File: src/logic/rtctr_defs.svh
/*
  Constants of the trim and interrupt routing block: register offsets,
  field positions, reset values and timing counts.
  Assumes it is included by bare name wherever one of them is used.
*/
`ifndef RTCTR_DEFS_SVH
`define RTCTR_DEFS_SVH

// ==========================================================
// Register offsets
`define RTCTR_TRIM_ADDR       8'h24
`define RTCTR_OSC_ADDR        8'h25
`define RTCTR_EN_FIRST_ADDR   8'h29
`define RTCTR_EN_SECOND_ADDR  8'h2A
`define RTCTR_PIN_CFG_ADDR    8'h2C

// ==========================================================
// Fields and reset values
`define RTCTR_RATE_BIT        6
`define RTCTR_CORR_IE_BIT     5
`define RTCTR_FIRST_MODE_LSB  0
`define RTCTR_CAPT_FUNC_LSB   2
`define RTCTR_FIRST_MODE_IRQ  2'h2
`define RTCTR_CAPT_FUNC_IRQ   2'h1
`define RTCTR_REG_RESET       8'h00
`define RTCTR_RDATA_NONE      8'h00

// ==========================================================
// Timing
`define RTCTR_MCLK_HZ         125000000
`define RTCTR_OSC_HZ          32768
`define RTCTR_TICK_DIV        (`RTCTR_MCLK_HZ / `RTCTR_OSC_HZ)
`define RTCTR_SUBSEC_TICKS    32768
`define RTCTR_TICK128_DIV     256
`define RTCTR_SEC_PER_MIN     60
`define RTCTR_MIN_PER_HOUR    60
`define RTCTR_SLOW_HOURS      4
`define RTCTR_FAST_MINUTES    8
`define RTCTR_STEP_SLOW_PPM   2.170
`define RTCTR_STEP_FAST_PPM   2.0345

`endif

File: src/logic/rtctr_pkg.sv
/*
  Types of the trim and interrupt routing block.
  Assumes nothing of its surroundings.
*/
package rtctr_pkg;

  typedef enum logic [1:0] {
    CS_IDLE = 2'b01,
    CS_RUN  = 2'b10
  } rtctr_corr_state_t;

  // Settings sampled at each correction trigger
  typedef struct packed {
    logic       fast;
    logic [7:0] trim;
  } rtctr_corr_cfg_t;

endpackage

File: src/logic/rtctr_irq_pulse.sv
/*
  One pulse-mode interrupt stretcher: set by an enabled event, released
  by the second 128 Hz tick that follows.
  Assumes the tick is an enable pulse on the same clock, free-running and
  unrelated to the events.
*/
`timescale 1ns/1ps
`default_nettype none

module rtctr_irq_pulse (
  input  wire logic mclk_i,     // System clock
  input  wire logic rst_n_i,    // Async reset, active low
  input  wire logic trig_i,     // Event, one cycle
  input  wire logic enable_i,   // Event passes to this output
  input  wire logic tick128_i,  // 128 Hz enable pulse
  output logic      active_o    // Interrupt asserted, active high
);

  logic seen;
  logic next_active;
  logic next_seen;

  // ==========================================================
  // Pulse stretcher
  always_comb begin
    next_active = active_o;
    next_seen   = seen;
    if (trig_i && enable_i) begin
      next_active = 1'b1;
      next_seen   = 1'b0;
    end else if (active_o && tick128_i) begin
      // First tick may be close; second guarantees a full period
      next_active = !seen;
      next_seen   = 1'b1;
    end
  end

  always_ff @(posedge mclk_i or negedge rst_n_i) begin
    if (!rst_n_i) begin
      active_o <= 1'b0;
      seen     <= 1'b0;
    end else begin
      active_o <= next_active;
      seen     <= next_seen;
    end
  end
endmodule

`default_nettype wire

File: src/logic/rtctr_top.sv
/*
  Clock trim engine with correction interrupts routed to two pins.
  Holds a seconds time base, the trim, rate, enable and pin registers,
  and the correction sequencer.
  Assumes a byte register port decoded upstream and a 125 MHz clock.
*/
// Notes on behaviour
// - Rate 0: correction every four hours
// - Rate 1: correction every eight minutes
// - Trim is two's complement, zero means none
// - Trim by adding or removing prescaler counts
// - Slow mode: one pulse per minute, magnitude
// - Slow pulses from minute 00, spill onward
// - Fast mode: one pulse per second, magnitude
// - Fast pulses from second 00, spill onward
// - Each correction may pulse either output
// - No correction flag, pulses only
// - Two outputs, own enable registers
// - First output open-drain, pin mode gated
// - Second output push-pull on capture pin
// - Drive only in interrupt mode, active low
// - Trim register at 24h
// - Enable is bit 5, default off
// - Pulse released by 128 Hz, 1-2 periods
`include "rtctr_defs.svh"
`timescale 1ns/1ps
`default_nettype none

module rtctr_top #(
  parameter int SUBSEC_TICKS = `RTCTR_SUBSEC_TICKS,
  parameter int TICK_DIV     = `RTCTR_TICK_DIV
) (
  input  wire logic       mclk_i,             // System clock
  input  wire logic       rst_n_i,            // Async reset, active low
  input  wire logic [7:0] reg_addr_i,         // Register offset
  input  wire logic [7:0] reg_wdata_i,        // Write data
  input  wire logic       reg_wr_i,           // Write strobe
  input  wire logic       reg_rd_i,           // Read strobe
  output logic      [7:0] reg_rdata_o,        // Read data
  output logic            irq_first_o,        // First pin level
  output logic            irq_first_oe_n_o,   // First pin drive, low
  output logic            capture_pin_o,      // Capture pin level
  output logic            capture_pin_oe_n_o, // Capture pin drive, low
  output logic            corr_pulse_o        // Correction made
);

  localparam logic [11:0] TICK_LAST = 12'(TICK_DIV - 1);
  localparam logic [15:0] SUB_TICKS = 16'(SUBSEC_TICKS);

  // ==========================================================
  // Register file
  logic [7:0] trim_value_reg;
  logic [7:0] oscillator_control;
  logic [7:0] first_irq_enable_reg;
  logic [7:0] second_irq_enable_reg;
  logic [7:0] pin_cfg;
  logic [7:0] next_trim, next_osc, next_en_a, next_en_b, next_pin;
  logic [7:0] next_rdata;

  always_comb begin
    next_trim  = trim_value_reg;
    next_osc   = oscillator_control;
    next_en_a  = first_irq_enable_reg;
    next_en_b  = second_irq_enable_reg;
    next_pin   = pin_cfg;
    next_rdata = reg_rdata_o;
    if (reg_wr_i) begin
      case (reg_addr_i)
        `RTCTR_TRIM_ADDR:      next_trim = reg_wdata_i;
        `RTCTR_OSC_ADDR:       next_osc  = reg_wdata_i;
        `RTCTR_EN_FIRST_ADDR:  next_en_a = reg_wdata_i;
        `RTCTR_EN_SECOND_ADDR: next_en_b = reg_wdata_i;
        `RTCTR_PIN_CFG_ADDR:   next_pin  = reg_wdata_i;
        default:               next_pin  = pin_cfg;
      endcase
    end
    if (reg_rd_i) begin
      case (reg_addr_i)
        `RTCTR_TRIM_ADDR:      next_rdata = trim_value_reg;
        `RTCTR_OSC_ADDR:       next_rdata = oscillator_control;
        `RTCTR_EN_FIRST_ADDR:  next_rdata = first_irq_enable_reg;
        `RTCTR_EN_SECOND_ADDR: next_rdata = second_irq_enable_reg;
        `RTCTR_PIN_CFG_ADDR:   next_rdata = pin_cfg;
        default:               next_rdata = `RTCTR_RDATA_NONE;
      endcase
    end
  end

  always_ff @(posedge mclk_i or negedge rst_n_i) begin
    if (!rst_n_i) begin
      trim_value_reg        <= `RTCTR_REG_RESET;
      oscillator_control    <= `RTCTR_REG_RESET;
      first_irq_enable_reg  <= `RTCTR_REG_RESET;
      second_irq_enable_reg <= `RTCTR_REG_RESET;
      pin_cfg               <= `RTCTR_REG_RESET;
      reg_rdata_o           <= `RTCTR_RDATA_NONE;
    end else begin
      trim_value_reg        <= next_trim;
      oscillator_control    <= next_osc;
      first_irq_enable_reg  <= next_en_a;
      second_irq_enable_reg <= next_en_b;
      pin_cfg               <= next_pin;
      reg_rdata_o           <= next_rdata;
    end
  end

  logic       rate_fast;
  logic [1:0] first_mode, capt_func;
  assign rate_fast  = oscillator_control[`RTCTR_RATE_BIT];
  assign first_mode = pin_cfg[`RTCTR_FIRST_MODE_LSB +: 2];
  assign capt_func  = pin_cfg[`RTCTR_CAPT_FUNC_LSB +: 2];

  // ==========================================================
  // Time base and correction sequencer
  logic [11:0] div_cnt, next_div_cnt;
  logic [7:0]  t128_cnt, next_t128_cnt;
  logic [15:0] subsec, next_subsec;
  logic [5:0]  sec, next_sec, mins, next_mins;
  logic [1:0]  hr4, next_hr4;
  logic [2:0]  min8, next_min8;
  logic        adj_pos, next_adj_pos, adj_neg, next_adj_neg;
  logic [7:0]  rem, next_rem;
  logic        next_corr;
  rtctr_pkg::rtctr_corr_state_t state, next_state;
  rtctr_pkg::rtctr_corr_cfg_t   cfg, next_cfg;

  logic        tick32, tick128, sec_tick, min_tick, hr_tick;
  logic        trig, unit_tick, fire;
  logic [7:0]  mag;
  logic [16:0] sum;
  logic [1:0]  step;

  always_comb begin
    tick32   = (div_cnt == TICK_LAST);
    tick128  = tick32 && (t128_cnt == 8'(`RTCTR_TICK128_DIV - 1));
    // Positive trim skips a count, negative holds one
    step     = adj_pos ? 2'h2 : (adj_neg ? 2'h0 : 2'h1);
    sum      = {1'b0, subsec} + {15'h0000, step};
    sec_tick = tick32 && (sum >= {1'b0, SUB_TICKS});
    min_tick = sec_tick && (sec == 6'(`RTCTR_SEC_PER_MIN - 1));
    hr_tick  = min_tick && (mins == 6'(`RTCTR_MIN_PER_HOUR - 1));
    trig     = rate_fast ?
               (min_tick && (min8 == 3'(`RTCTR_FAST_MINUTES - 1))) :
               (hr_tick && (hr4 == 2'(`RTCTR_SLOW_HOURS - 1)));
    unit_tick = cfg.fast ? sec_tick : min_tick;
    mag = trim_value_reg[7] ? 8'(~trim_value_reg + 8'h01)
                            : trim_value_reg;

    next_div_cnt  = tick32 ? 12'h000 : 12'(div_cnt + 12'h001);
    next_t128_cnt = tick32 ? 8'(t128_cnt + 8'h01) : t128_cnt;
    next_subsec   = subsec;
    next_sec      = sec;
    next_mins     = mins;
    next_hr4      = hr4;
    next_min8     = min8;
    next_adj_pos  = adj_pos;
    next_adj_neg  = adj_neg;
    if (tick32) begin
      next_adj_pos = 1'b0;
      next_adj_neg = 1'b0;
      next_subsec  = sec_tick ? 16'(sum - {1'b0, SUB_TICKS})
                              : sum[15:0];
    end
    if (sec_tick) begin
      next_sec = min_tick ? 6'h00 : 6'(sec + 6'h01);
    end
    if (min_tick) begin
      next_mins = hr_tick ? 6'h00 : 6'(mins + 6'h01);
      next_min8 = 3'(min8 + 3'h1);
    end
    if (hr_tick) begin
      next_hr4 = 2'(hr4 + 2'h1);
    end

    fire       = 1'b0;
    next_rem   = rem;
    next_state = state;
    next_cfg   = cfg;
    if (trig) begin
      // New trim and pulse unit only take hold here; the trigger period follows the rate bit at once
      next_cfg = '{fast: rate_fast, trim: trim_value_reg};
      fire     = (mag != 8'h00);
      next_rem = fire ? 8'(mag - 8'h01) : 8'h00;
      next_state = (mag > 8'h01) ? rtctr_pkg::CS_RUN
                                 : rtctr_pkg::CS_IDLE;
    end else begin
      case (state)
        rtctr_pkg::CS_RUN: begin
          if (unit_tick) begin
            fire     = 1'b1;
            next_rem = 8'(rem - 8'h01);
            if (rem == 8'h01) begin
              next_state = rtctr_pkg::CS_IDLE;
            end
          end
        end
        rtctr_pkg::CS_IDLE: next_state = rtctr_pkg::CS_IDLE;
        default:            next_state = rtctr_pkg::CS_IDLE;
      endcase
    end
    if (fire) begin
      next_adj_pos = !next_cfg.trim[7];
      next_adj_neg = next_cfg.trim[7];
    end
    next_corr = fire;
  end

  always_ff @(posedge mclk_i or negedge rst_n_i) begin
    if (!rst_n_i) begin
      div_cnt      <= 12'h000;
      t128_cnt     <= 8'h00;
      subsec       <= 16'h0000;
      sec          <= 6'h00;
      mins         <= 6'h00;
      hr4          <= 2'h0;
      min8         <= 3'h0;
      adj_pos      <= 1'b0;
      adj_neg      <= 1'b0;
      rem          <= 8'h00;
      state        <= rtctr_pkg::CS_IDLE;
      cfg          <= '0;
      corr_pulse_o <= 1'b0;
    end else begin
      div_cnt      <= next_div_cnt;
      t128_cnt     <= next_t128_cnt;
      subsec       <= next_subsec;
      sec          <= next_sec;
      mins         <= next_mins;
      hr4          <= next_hr4;
      min8         <= next_min8;
      adj_pos      <= next_adj_pos;
      adj_neg      <= next_adj_neg;
      rem          <= next_rem;
      state        <= next_state;
      cfg          <= next_cfg;
      corr_pulse_o <= next_corr;
    end
  end

  // ==========================================================
  // Interrupt routing
  logic act_first, act_second;

  rtctr_irq_pulse u_irq_first (
    .mclk_i    (mclk_i),
    .rst_n_i   (rst_n_i),
    .trig_i    (fire),
    .enable_i  (first_irq_enable_reg[`RTCTR_CORR_IE_BIT]),
    .tick128_i (tick128),
    .active_o  (act_first)
  );

  rtctr_irq_pulse u_irq_second (
    .mclk_i    (mclk_i),
    .rst_n_i   (rst_n_i),
    .trig_i    (fire),
    .enable_i  (second_irq_enable_reg[`RTCTR_CORR_IE_BIT]),
    .tick128_i (tick128),
    .active_o  (act_second)
  );

  logic first_on, second_on;
  logic next_first_oe_n, next_capt, next_capt_oe_n;

  always_comb begin
    first_on  = (first_mode == `RTCTR_FIRST_MODE_IRQ);
    second_on = (capt_func == `RTCTR_CAPT_FUNC_IRQ);
    // Open drain: only ever pulls low
    next_first_oe_n = !(first_on && act_first);
    next_capt       = !act_second;
    next_capt_oe_n  = !second_on;
  end

  always_ff @(posedge mclk_i or negedge rst_n_i) begin
    if (!rst_n_i) begin
      irq_first_o        <= 1'b0;
      irq_first_oe_n_o   <= 1'b1;
      capture_pin_o      <= 1'b1;
      capture_pin_oe_n_o <= 1'b1;
    end else begin
      irq_first_o        <= 1'b0;
      irq_first_oe_n_o   <= next_first_oe_n;
      capture_pin_o      <= next_capt;
      capture_pin_oe_n_o <= next_capt_oe_n;
    end
  end
endmodule

`default_nettype wire

File: config.mk
export PLATFORM = sky130hd
export DESIGN_NAME = rtctr_top
export DESIGN_NICKNAME = d
export VERILOG_FILES = /design/src/logic/rtctr_pkg.sv /design/src/logic/rtctr_irq_pulse.sv /design/src/logic/rtctr_top.sv
export VERILOG_INCLUDE_DIRS = /design/src /design/src/logic
export SDC_FILE = /design/constraint.sdc
export NUM_CORES = 1
export LEC_CHECK = 0
export ABC_AREA = 1
export ABC_CLOCK_PERIOD_IN_PS = 3600
export BUFFER_PORTS_ARGS = -buffer_cell sky130_fd_sc_hd__buf_2
export CELL_PAD_IN_SITES_DETAIL_PLACEMENT = 1
export CELL_PAD_IN_SITES_GLOBAL_PLACEMENT = 1
export CORE_MARGIN = 2
export CORE_UTILIZATION = 46
export CTS_CLUSTER_DIAMETER = 60
export DETAILED_ROUTE_END_ITERATION = 8
export PLACE_DENSITY_LB_ADDON = 0.08
export SLEW_MARGIN = 20
export SYNTH_ARGS = -nofsm -noshare
export SYNTH_HDL_FRONTEND = slang
export SYNTH_SLANG_ARGS = --single-unit
File: constraint.sdc
create_clock -name mclk_i -period 3.6 [get_ports mclk_i]
set_input_delay 0.72 -clock mclk_i [delete_from_list [all_inputs] [get_ports mclk_i]]
set_output_delay 0.72 -clock mclk_i [all_outputs]
set_load 0.03 [all_outputs]
==> flow_summary.yaml, run 1 <==
status:
  status: "finished clean"
final_layout:
  fin_area_um2: 7220
  antennaDiodeCount: 0
  nets: 830
  area_growth_pct: 16.1
  largest_reg_flops: 16
  final_layout_size_suffix_gt1_share_pct: 13.0
  fin_cells: 982
  fillerInstances: 1646
  top_regs: "subsec: 16 flops, div_cnt: 12 flops"
  largest_register: "subsec"
worst_setup_path:
  required_ns: 3.90
  crit_buf_inv: 1
  crit_path_end_kind: "flop"
  arrival_ns: 3.34
  path_cells: "nor2_1 -> ha_1 -> inv_1 -> fa_1 -> nor3_2 -> nand2_1 -> nor2_2 -> nand4_1 -> nand2_2 -> nand3b_1 -> nand2_2 -> nand2_1 -> nand2_2 -> a21oi_1"
  crit_type: "flop to flop"
  worstReg2RegStart: "adj_pos$_DFFE_PN0P_"
  ff2ff_setup_slack_ns: 0.56
  r2r_cells: 14
  max_stage_delay_ns: 0.42
  start_kind: "flop"
  rr_endpoint: "u_irq_first.seen$_DFFE_PN0P_"
  path_max_fanout: 11
  crit_cells: 14
  crit_top_cell: "nand2_2"
  cp_slowest_cell: "fa_1"
  cp_top_family: "simple AND/OR/NAND/NOR gates"
sta:
  post-route-period-util_pct: 84.6
  timing.final.crit_period_ns: 3.04
  skew_ns: 0.00798
  tightest_slew_ns: 0.998
  finalSetupViolations: 0
  final_hold_viol_count: 0
  clock.fmax_mhz: 328
  finalSetupTns_ns: 0
  final_max_slew_viol_count: 0
  maxSlewHeadroom_pct: 33.2
  rsz0062_at_grt: "no"
floorplanning:
  die_h_um: 120
  start_util_pct: 47.0
  die_w_um: 120
  top_level_ports: 33
  coreArea_um2: 13200
  rows: 42
  die_area_um2: 14500
synth:
  syn_avg_cell_area_um2: 8.32
  yosysUniqueCellTypes: 43
  synth_enable_flop_cells: 0
  ys_ff_latch: 123
  async_reset_ff_share_pct: 100
  syn_area_um2: 6220
  synthFlopType: "dfrtp_1"
  ys_warn_count: 0
  syn_inst: 748
  ys_seq_area_share_pct: 49.5
  syn-num-nets: 785
power_and_ir_drop:
  power_density_nw_per_um2: 477
  cellLeakagePower_nw: 3.67
  p_total_mw: 3.45
  peakVddDrop_mv: 0.302
drt:
  vias: 5150
  drt_iter0_drc: 269
  firstDrtPassIters: 4
  remaining_drc_errors: 0
  drt_wl_total_mm: 16.0
  wl_per_cell_um: 16.3
  ant_nets: 0
  via_per_inst: 5.24
placement:
  port_buffers: 31
  gp_congestion: 0.782
  dp_hpwl_mm: 11.8
  place_inst: 950
  dpl_cell_area_um2: 6600
grt:
  grt_pass1_wl_mm: 28.1
  grt_max_degree: 54
  antenna_found_initial: 0
  grt_pass1_vias: 5739
  track_usage_pct: 24.7
  grt-ovfl-total: 0
run:
  cap_violations: 0
worst_hold_path:
  hold_class: "input port to async pin"
clock_network:
  cts-resized-gates: 0
  cts_max_level: 4
  postCtsHoldBufs: 0
  cts_max_path_buffers: 2
  clk_pin_slew_worst_paths_ns: 0.06
  numCtsBuffers: 17
  clk_root_buffer_cell: "clkbuf_16"
  cts_tree: "done"
  worstSkewPairLatency_ns: 0.42
  clock_sinks: 123
  cts_setup_buffers: 0
[report_power, final]
part           switching, mW  leakage, nW  internal (mW)
clock                  0.646        0.296           1.13
sequential            0.0252         1.53           1.42
combinational          0.158         1.85         0.0668
[per-stage QoR]
| step | hold WS [ns] | utilization (%) | setup slack (ns) |
|---|---|---|---|
| final | 0.250 | 54.5 | 0.556 |
| after global routing | 0.273 | 54.5 | 0.191 |
| after floorplan | 0.382 | - | 1.08 |
| after CTS | 0.258 | 54.5 | 0.526 |
| after global placement | 0.416 | 49.9 | 0.716 |
| after detailed placement | 0.422 | 49.9 | 0.543 |
[area by class of cell]
class | count | area [um^2] | area share (%)
clock buffers | 19 | 453 | 6.27
inverters | 113 | 424 | 5.87
clock inverters | 13 | 166 | 2.30
multi-input cells | 499 | 2650 | 36.6
repair buffers | 39 | 230 | 3.19
well taps | 176 | 220 | 3.05
flip-flops and latches | 123 | 3080 | 42.7
[Yosys cell counts (2+ instances only)]
cell,n,area (um^2)
ha_1,16,200
and3_1,2,12.5
nor4_1,3,18.8
xnor2_1,10,87.6
nor2_2,4,25.0
dfrtp_1,119,2980
nand3_1,43,215
inv_1,110,413
o21a_1,2,15.0
o211ai_1,2,15.0
nand4_1,12,75.1
a31oi_1,8,50.1
nand2_1,154,578
o21ai_0,49,245
inv_2,3,11.3
nor3_1,16,80.1
or2_2,3,18.8
buf_6,2,22.5
nor3b_1,2,15.0
dfstp_2,4,105
o22ai_1,15,93.8
nor2_1,78,293
xor2_1,21,184
mux2_2,9,101
clkbuf_1,8,30.0
nand2_2,7,43.8
a21oi_1,30,150
[routing by layer]
metal	vias up	part of all wire (%)	track usage [%]	routed length, um
met5	-	0	0	0
met4	0	1.3	6.83	210
met3	23	3.0	5.66	476
met2	66	50	42.2	8050
met1	2553	46	31.5	7300
li1	2508	-	-	-
[how the worst max path moves through the flow]
| stage | from | to | slack, ns |
|---|---|---|---|
| after floorplan | adj_pos$_DFFE_PN0P_ | adj_pos$_DFFE_PN0P_ | 1.08 |
| after global placement | adj_pos$_DFFE_PN0P_ | u_irq_first.seen$_DFFE_PN0P_ | 0.72 |
| after detailed placement | adj_pos$_DFFE_PN0P_ | u_irq_first.seen$_DFFE_PN0P_ | 0.54 |
| after CTS | adj_pos$_DFFE_PN0P_ | u_irq_first.seen$_DFFE_PN0P_ | 0.53 |
| after global routing | adj_pos$_DFFE_PN0P_ | u_irq_first.seen$_DFFE_PN0P_ | 0.19 |
| final | adj_pos$_DFFE_PN0P_ | u_irq_first.seen$_DFFE_PN0P_ | 0.56 |
[placed cells by master (no fill, tap or decap), types with 8 or more instances in the layout]
| cell | synthesis | routed |
|---|---|---|
| nand2_1 | 154 | 154 |
| dfrtp_1 | 119 | 119 |
| inv_1 | 110 | 110 |
| nor2_1 | 78 | 78 |
| o21ai_0 | 49 | 49 |
| nand3_1 | 43 | 43 |
| a21oi_1 | 30 | 30 |
| buf_2 | 1 | 30 |
| xor2_1 | 21 | 21 |
| clkbuf_16 | 0 | 17 |
| nor3_1 | 16 | 16 |
| ha_1 | 16 | 16 |
| o22ai_1 | 15 | 15 |
| nand4_1 | 12 | 12 |
| xnor2_1 | 10 | 10 |
| mux2_2 | 9 | 9 |
| a31oi_1 | 8 | 8 |
| buf_4 | 1 | 8 |
[logic make-up (layout without fill, tap and decap cells)]
group	after synthesis	after routing	share of synthesized area (%)
AO/OA/AOI/OAI	114	114	10.2
XOR/XNOR	31	31	4.36
adder cells (fa/ha/maj)	17	17	3.54
buffers and inverters	126	184	7.92
flip-flops	123	123	49.5
multiplexers	9	9	1.63
other	1	1	0.0603
AND/OR/NAND/NOR	327	327	22.7
Note: power is estimated with default switching activity, not from simulation.
==> run 2: changes to the inputs <==
--- a/config.mk
+++ b/config.mk
@@ -6,13 +6,13 @@
 export SDC_FILE = /design/constraint.sdc
 export NUM_CORES = 1
 export LEC_CHECK = 0
-export ABC_AREA = 1
-export ABC_CLOCK_PERIOD_IN_PS = 3600
+export ABC_AREA = 0
+export ABC_CLOCK_PERIOD_IN_PS = 2500
 export BUFFER_PORTS_ARGS = -buffer_cell sky130_fd_sc_hd__buf_2
 export CELL_PAD_IN_SITES_DETAIL_PLACEMENT = 1
 export CELL_PAD_IN_SITES_GLOBAL_PLACEMENT = 1
 export CORE_MARGIN = 2
-export CORE_UTILIZATION = 46
+export CORE_UTILIZATION = 44
 export CTS_CLUSTER_DIAMETER = 60
 export DETAILED_ROUTE_END_ITERATION = 8
 export PLACE_DENSITY_LB_ADDON = 0.08
==> constraint.sdc (replaced) <==
create_clock -name mclk_i -period 2.5 [get_ports mclk_i]
set_input_delay 0.5 -clock mclk_i [delete_from_list [all_inputs] [get_ports mclk_i]]
set_output_delay 0.5 -clock mclk_i [all_outputs]
set_load 0.03 [all_outputs]
==> flow_summary.yaml, run 2 <==
final_layout:
  fillerInstances: 1510
  multiInputGateArea_um2: 3150
  largest_reg_flops: 16
  antennaDiodeCount: 0
  area_growth_pct: 21.3
  nets: 703
  fin_cells: 859
  top_regs: "subsec: 16 flops, div_cnt: 12 flops"
  final_cell_mix: "dfrtp_1 (119), nand2_1 (68), mux2_2 (44), buf_4 (39), nor2_1 (35)"
  final_common_cell: "dfrtp_1"
  regArea_um2: 3080
  largest_register: "subsec"
  final_layout_size_suffix_gt1_share_pct: 27.2
drt:
  ant_nets: 0
  drt_wl_total_mm: 16.0
  drt_iter0_drc: 173
  via_per_inst: 5.58
  vias: 4794
  remaining_drc_errors: 0
  firstDrtPassIters: 4
  wl_per_cell_um: 18.7
synth:
  yosysUniqueCellTypes: 66
  synth_enable_flop_cells: 0
  synth_common_cells: "dfrtp_1 (119), nand2_1 (69), mux2_2 (44)"
  syn_inst: 593
  syn-num-nets: 630
  ys_ff_latch: 123
  synth_area_leader_cell: "dfrtp_1"
  synthDominantCellAreaShare_pct: 47.3
  yosysMostFrequentCell: "dfrtp_1"
  ys_top_cells_by_area: "dfrtp_1 (47%), mux2_2 (7.9%), xnor2_1 (4.2%)"
  async_reset_ff_share_pct: 100
  ys_seq_area_share_pct: 49.0
  synthFlopType: "dfrtp_1"
  syn_avg_cell_area_um2: 10.6
  ys_warn_count: 0
  syn_area_um2: 6290
sta:
  finalSetupViolations: 0
  final_hold_viol_count: 0
  skew_ns: 0.00734
  maxSlewHeadroom_pct: 53.9
  timing.final.crit_period_ns: 2.38
  finalSetupTns_ns: 0
  final_max_slew_viol_count: 0
  tightest_slew_ns: 0.691
  clock.fmax_mhz: 420
  post-route-period-util_pct: 95.3
power_and_ir_drop:
  cellLeakagePower_nw: 3.50
  p_total_mw: 4.87
  power_density_nw_per_um2: 638
  peakVddDrop_mv: 0.495
clock_network:
  cts_max_level: 4
  clk_pin_slew_worst_paths_ns: 0.06
  cts_tree: "done"
  clk_root_buffer_cell: "clkbuf_16"
  clock_sinks: 123
  numCtsBuffers: 17
  worstSkewPairLatency_ns: 0.41
  cts_max_path_buffers: 2
floorplanning:
  die_area_um2: 15300
  rows: 43
  coreArea_um2: 13900
  start_util_pct: 45.1
  die_w_um: 124
  die_h_um: 124
  top_level_ports: 33
worst_setup_path:
  start_kind: "flop"
  startpoint: "adj_neg$_DFFE_PN0P_"
  ff2ff_setup_slack_ns: 0.12
  rr_endpoint: "rem[0]$_DFFE_PN0P_"
  crit_type: "flop to flop"
  crit_path_end_kind: "flop"
  path_max_fanout: 7
  r2r_cells: 11
  required_ns: 2.82
  arrival_ns: 2.71
  worstReg2RegStart: "adj_neg$_DFFE_PN0P_"
run:
  cap_violations: 0
grt:
  grt_pass1_wl_mm: 26.8
  grt-ovfl-total: 0
  track_usage_pct: 23.1
  grt_max_degree: 43
  grt_pass1_vias: 5312
  antenna_found_initial: 0
placement:
  port_buffers: 31
  dp_hpwl_mm: 11.5
  place_inst: 825
  gp_congestion: 0.813
status:
  status: "finished clean"
worst_hold_path:
  hold_class: "input port to async pin"
## run 2: kinds of logic after synthesis
logic type / Yosys count / share of synthesized area [%]
AND/OR/NAND/NOR: 216 / 18.2
flip-flops: 123 / 49.0
AO/OA/AOI/OAI: 88 / 9.59
multiplexers: 57 / 9.95
XOR/XNOR: 47 / 6.66
buffers and inverters: 44 / 2.98
adder cells (fa/ha/maj): 17 / 3.50
other: 1 / 0.0596
## run 2: how the worst max path moves through the flow
stage	cells after the start	slack (ns)	end
after floorplan	9	0.01	corr_pulse_o$_DFF_PN0_
after global placement	10	0.07	corr_pulse_o$_DFF_PN0_
after detailed placement	10	-0.06	u_irq_first.seen$_DFFE_PN0P_
after CTS	10	-0.006	u_irq_first.seen$_DFFE_PN0P_
after global routing	11	-0.02	rem[7]$_DFFE_PN0P_
final	11	0.12	rem[0]$_DFFE_PN0P_
## run 2: report_power, final
part / leakage, nW / switching, mW / total, mW / internal (mW)
Sequential: 1.67 / 0.0290 / 2.06 / 2.03
Combinational: 1.56 / 0.230 / 0.396 / 0.167
Clock: 0.276 / 0.913 / 2.41 / 1.50
## run 2: critical path: stages (launching register included)
cell,delay [ns]
dfrtp_1,0.39
nor2_2,0.11
ha_2,0.18
inv_1,0.06
fa_2,0.34
nand2b_4,0.17
nand2_4,0.09
o31a_1,0.21
nand3_4,0.16
nor2_4,0.19
buf_6,0.18
mux2i_2,0.22
## run 2: stage by stage
stage	area [um^2]	utilization [%]	hold WS, ns	setup WS, ns
detailed placement	6920	49.6	0.398	-0.0637
CTS	7530	54.0	0.0955	-0.00562
finish	7630	54.8	0.0833	0.118
global placement	6920	49.6	0.387	0.0670
global route	7630	54.8	0.113	-0.0185
floorplan	6300	-	0.204	0.0123
## run 2: timing repair
action                                  4_1_cts  5_1_grt
endpoints found under the setup margin        8       24
hold buffers                                  0        0
pin swaps                                     0        7
buffers inserted                              0        2
resized for setup                             7       17
## run 2: layout make-up
| cell class | count | share of cell area [%] |
|---|---|---|
| Timing Repair Buffer | 72 | 6.48 |
| Clock inverter | 13 | 1.89 |
| Multi-Input combinational cell | 426 | 41.2 |
| Tap cell | 180 | 2.95 |
| Inverter | 26 | 1.28 |
| Clock buffer | 19 | 5.80 |
| Sequential cell | 123 | 40.4 |
## run 2: metal layers
metal / routed length, um / global-route usage, % / up-vias
met5: 0 / 0 / -
met2: 8410 / 40.6 / 54
li1: - / - / 2258
met3: 441 / 5.12 / 17
met1: 6960 / 28.2 / 2465
met4: 227 / 7.10 / 0
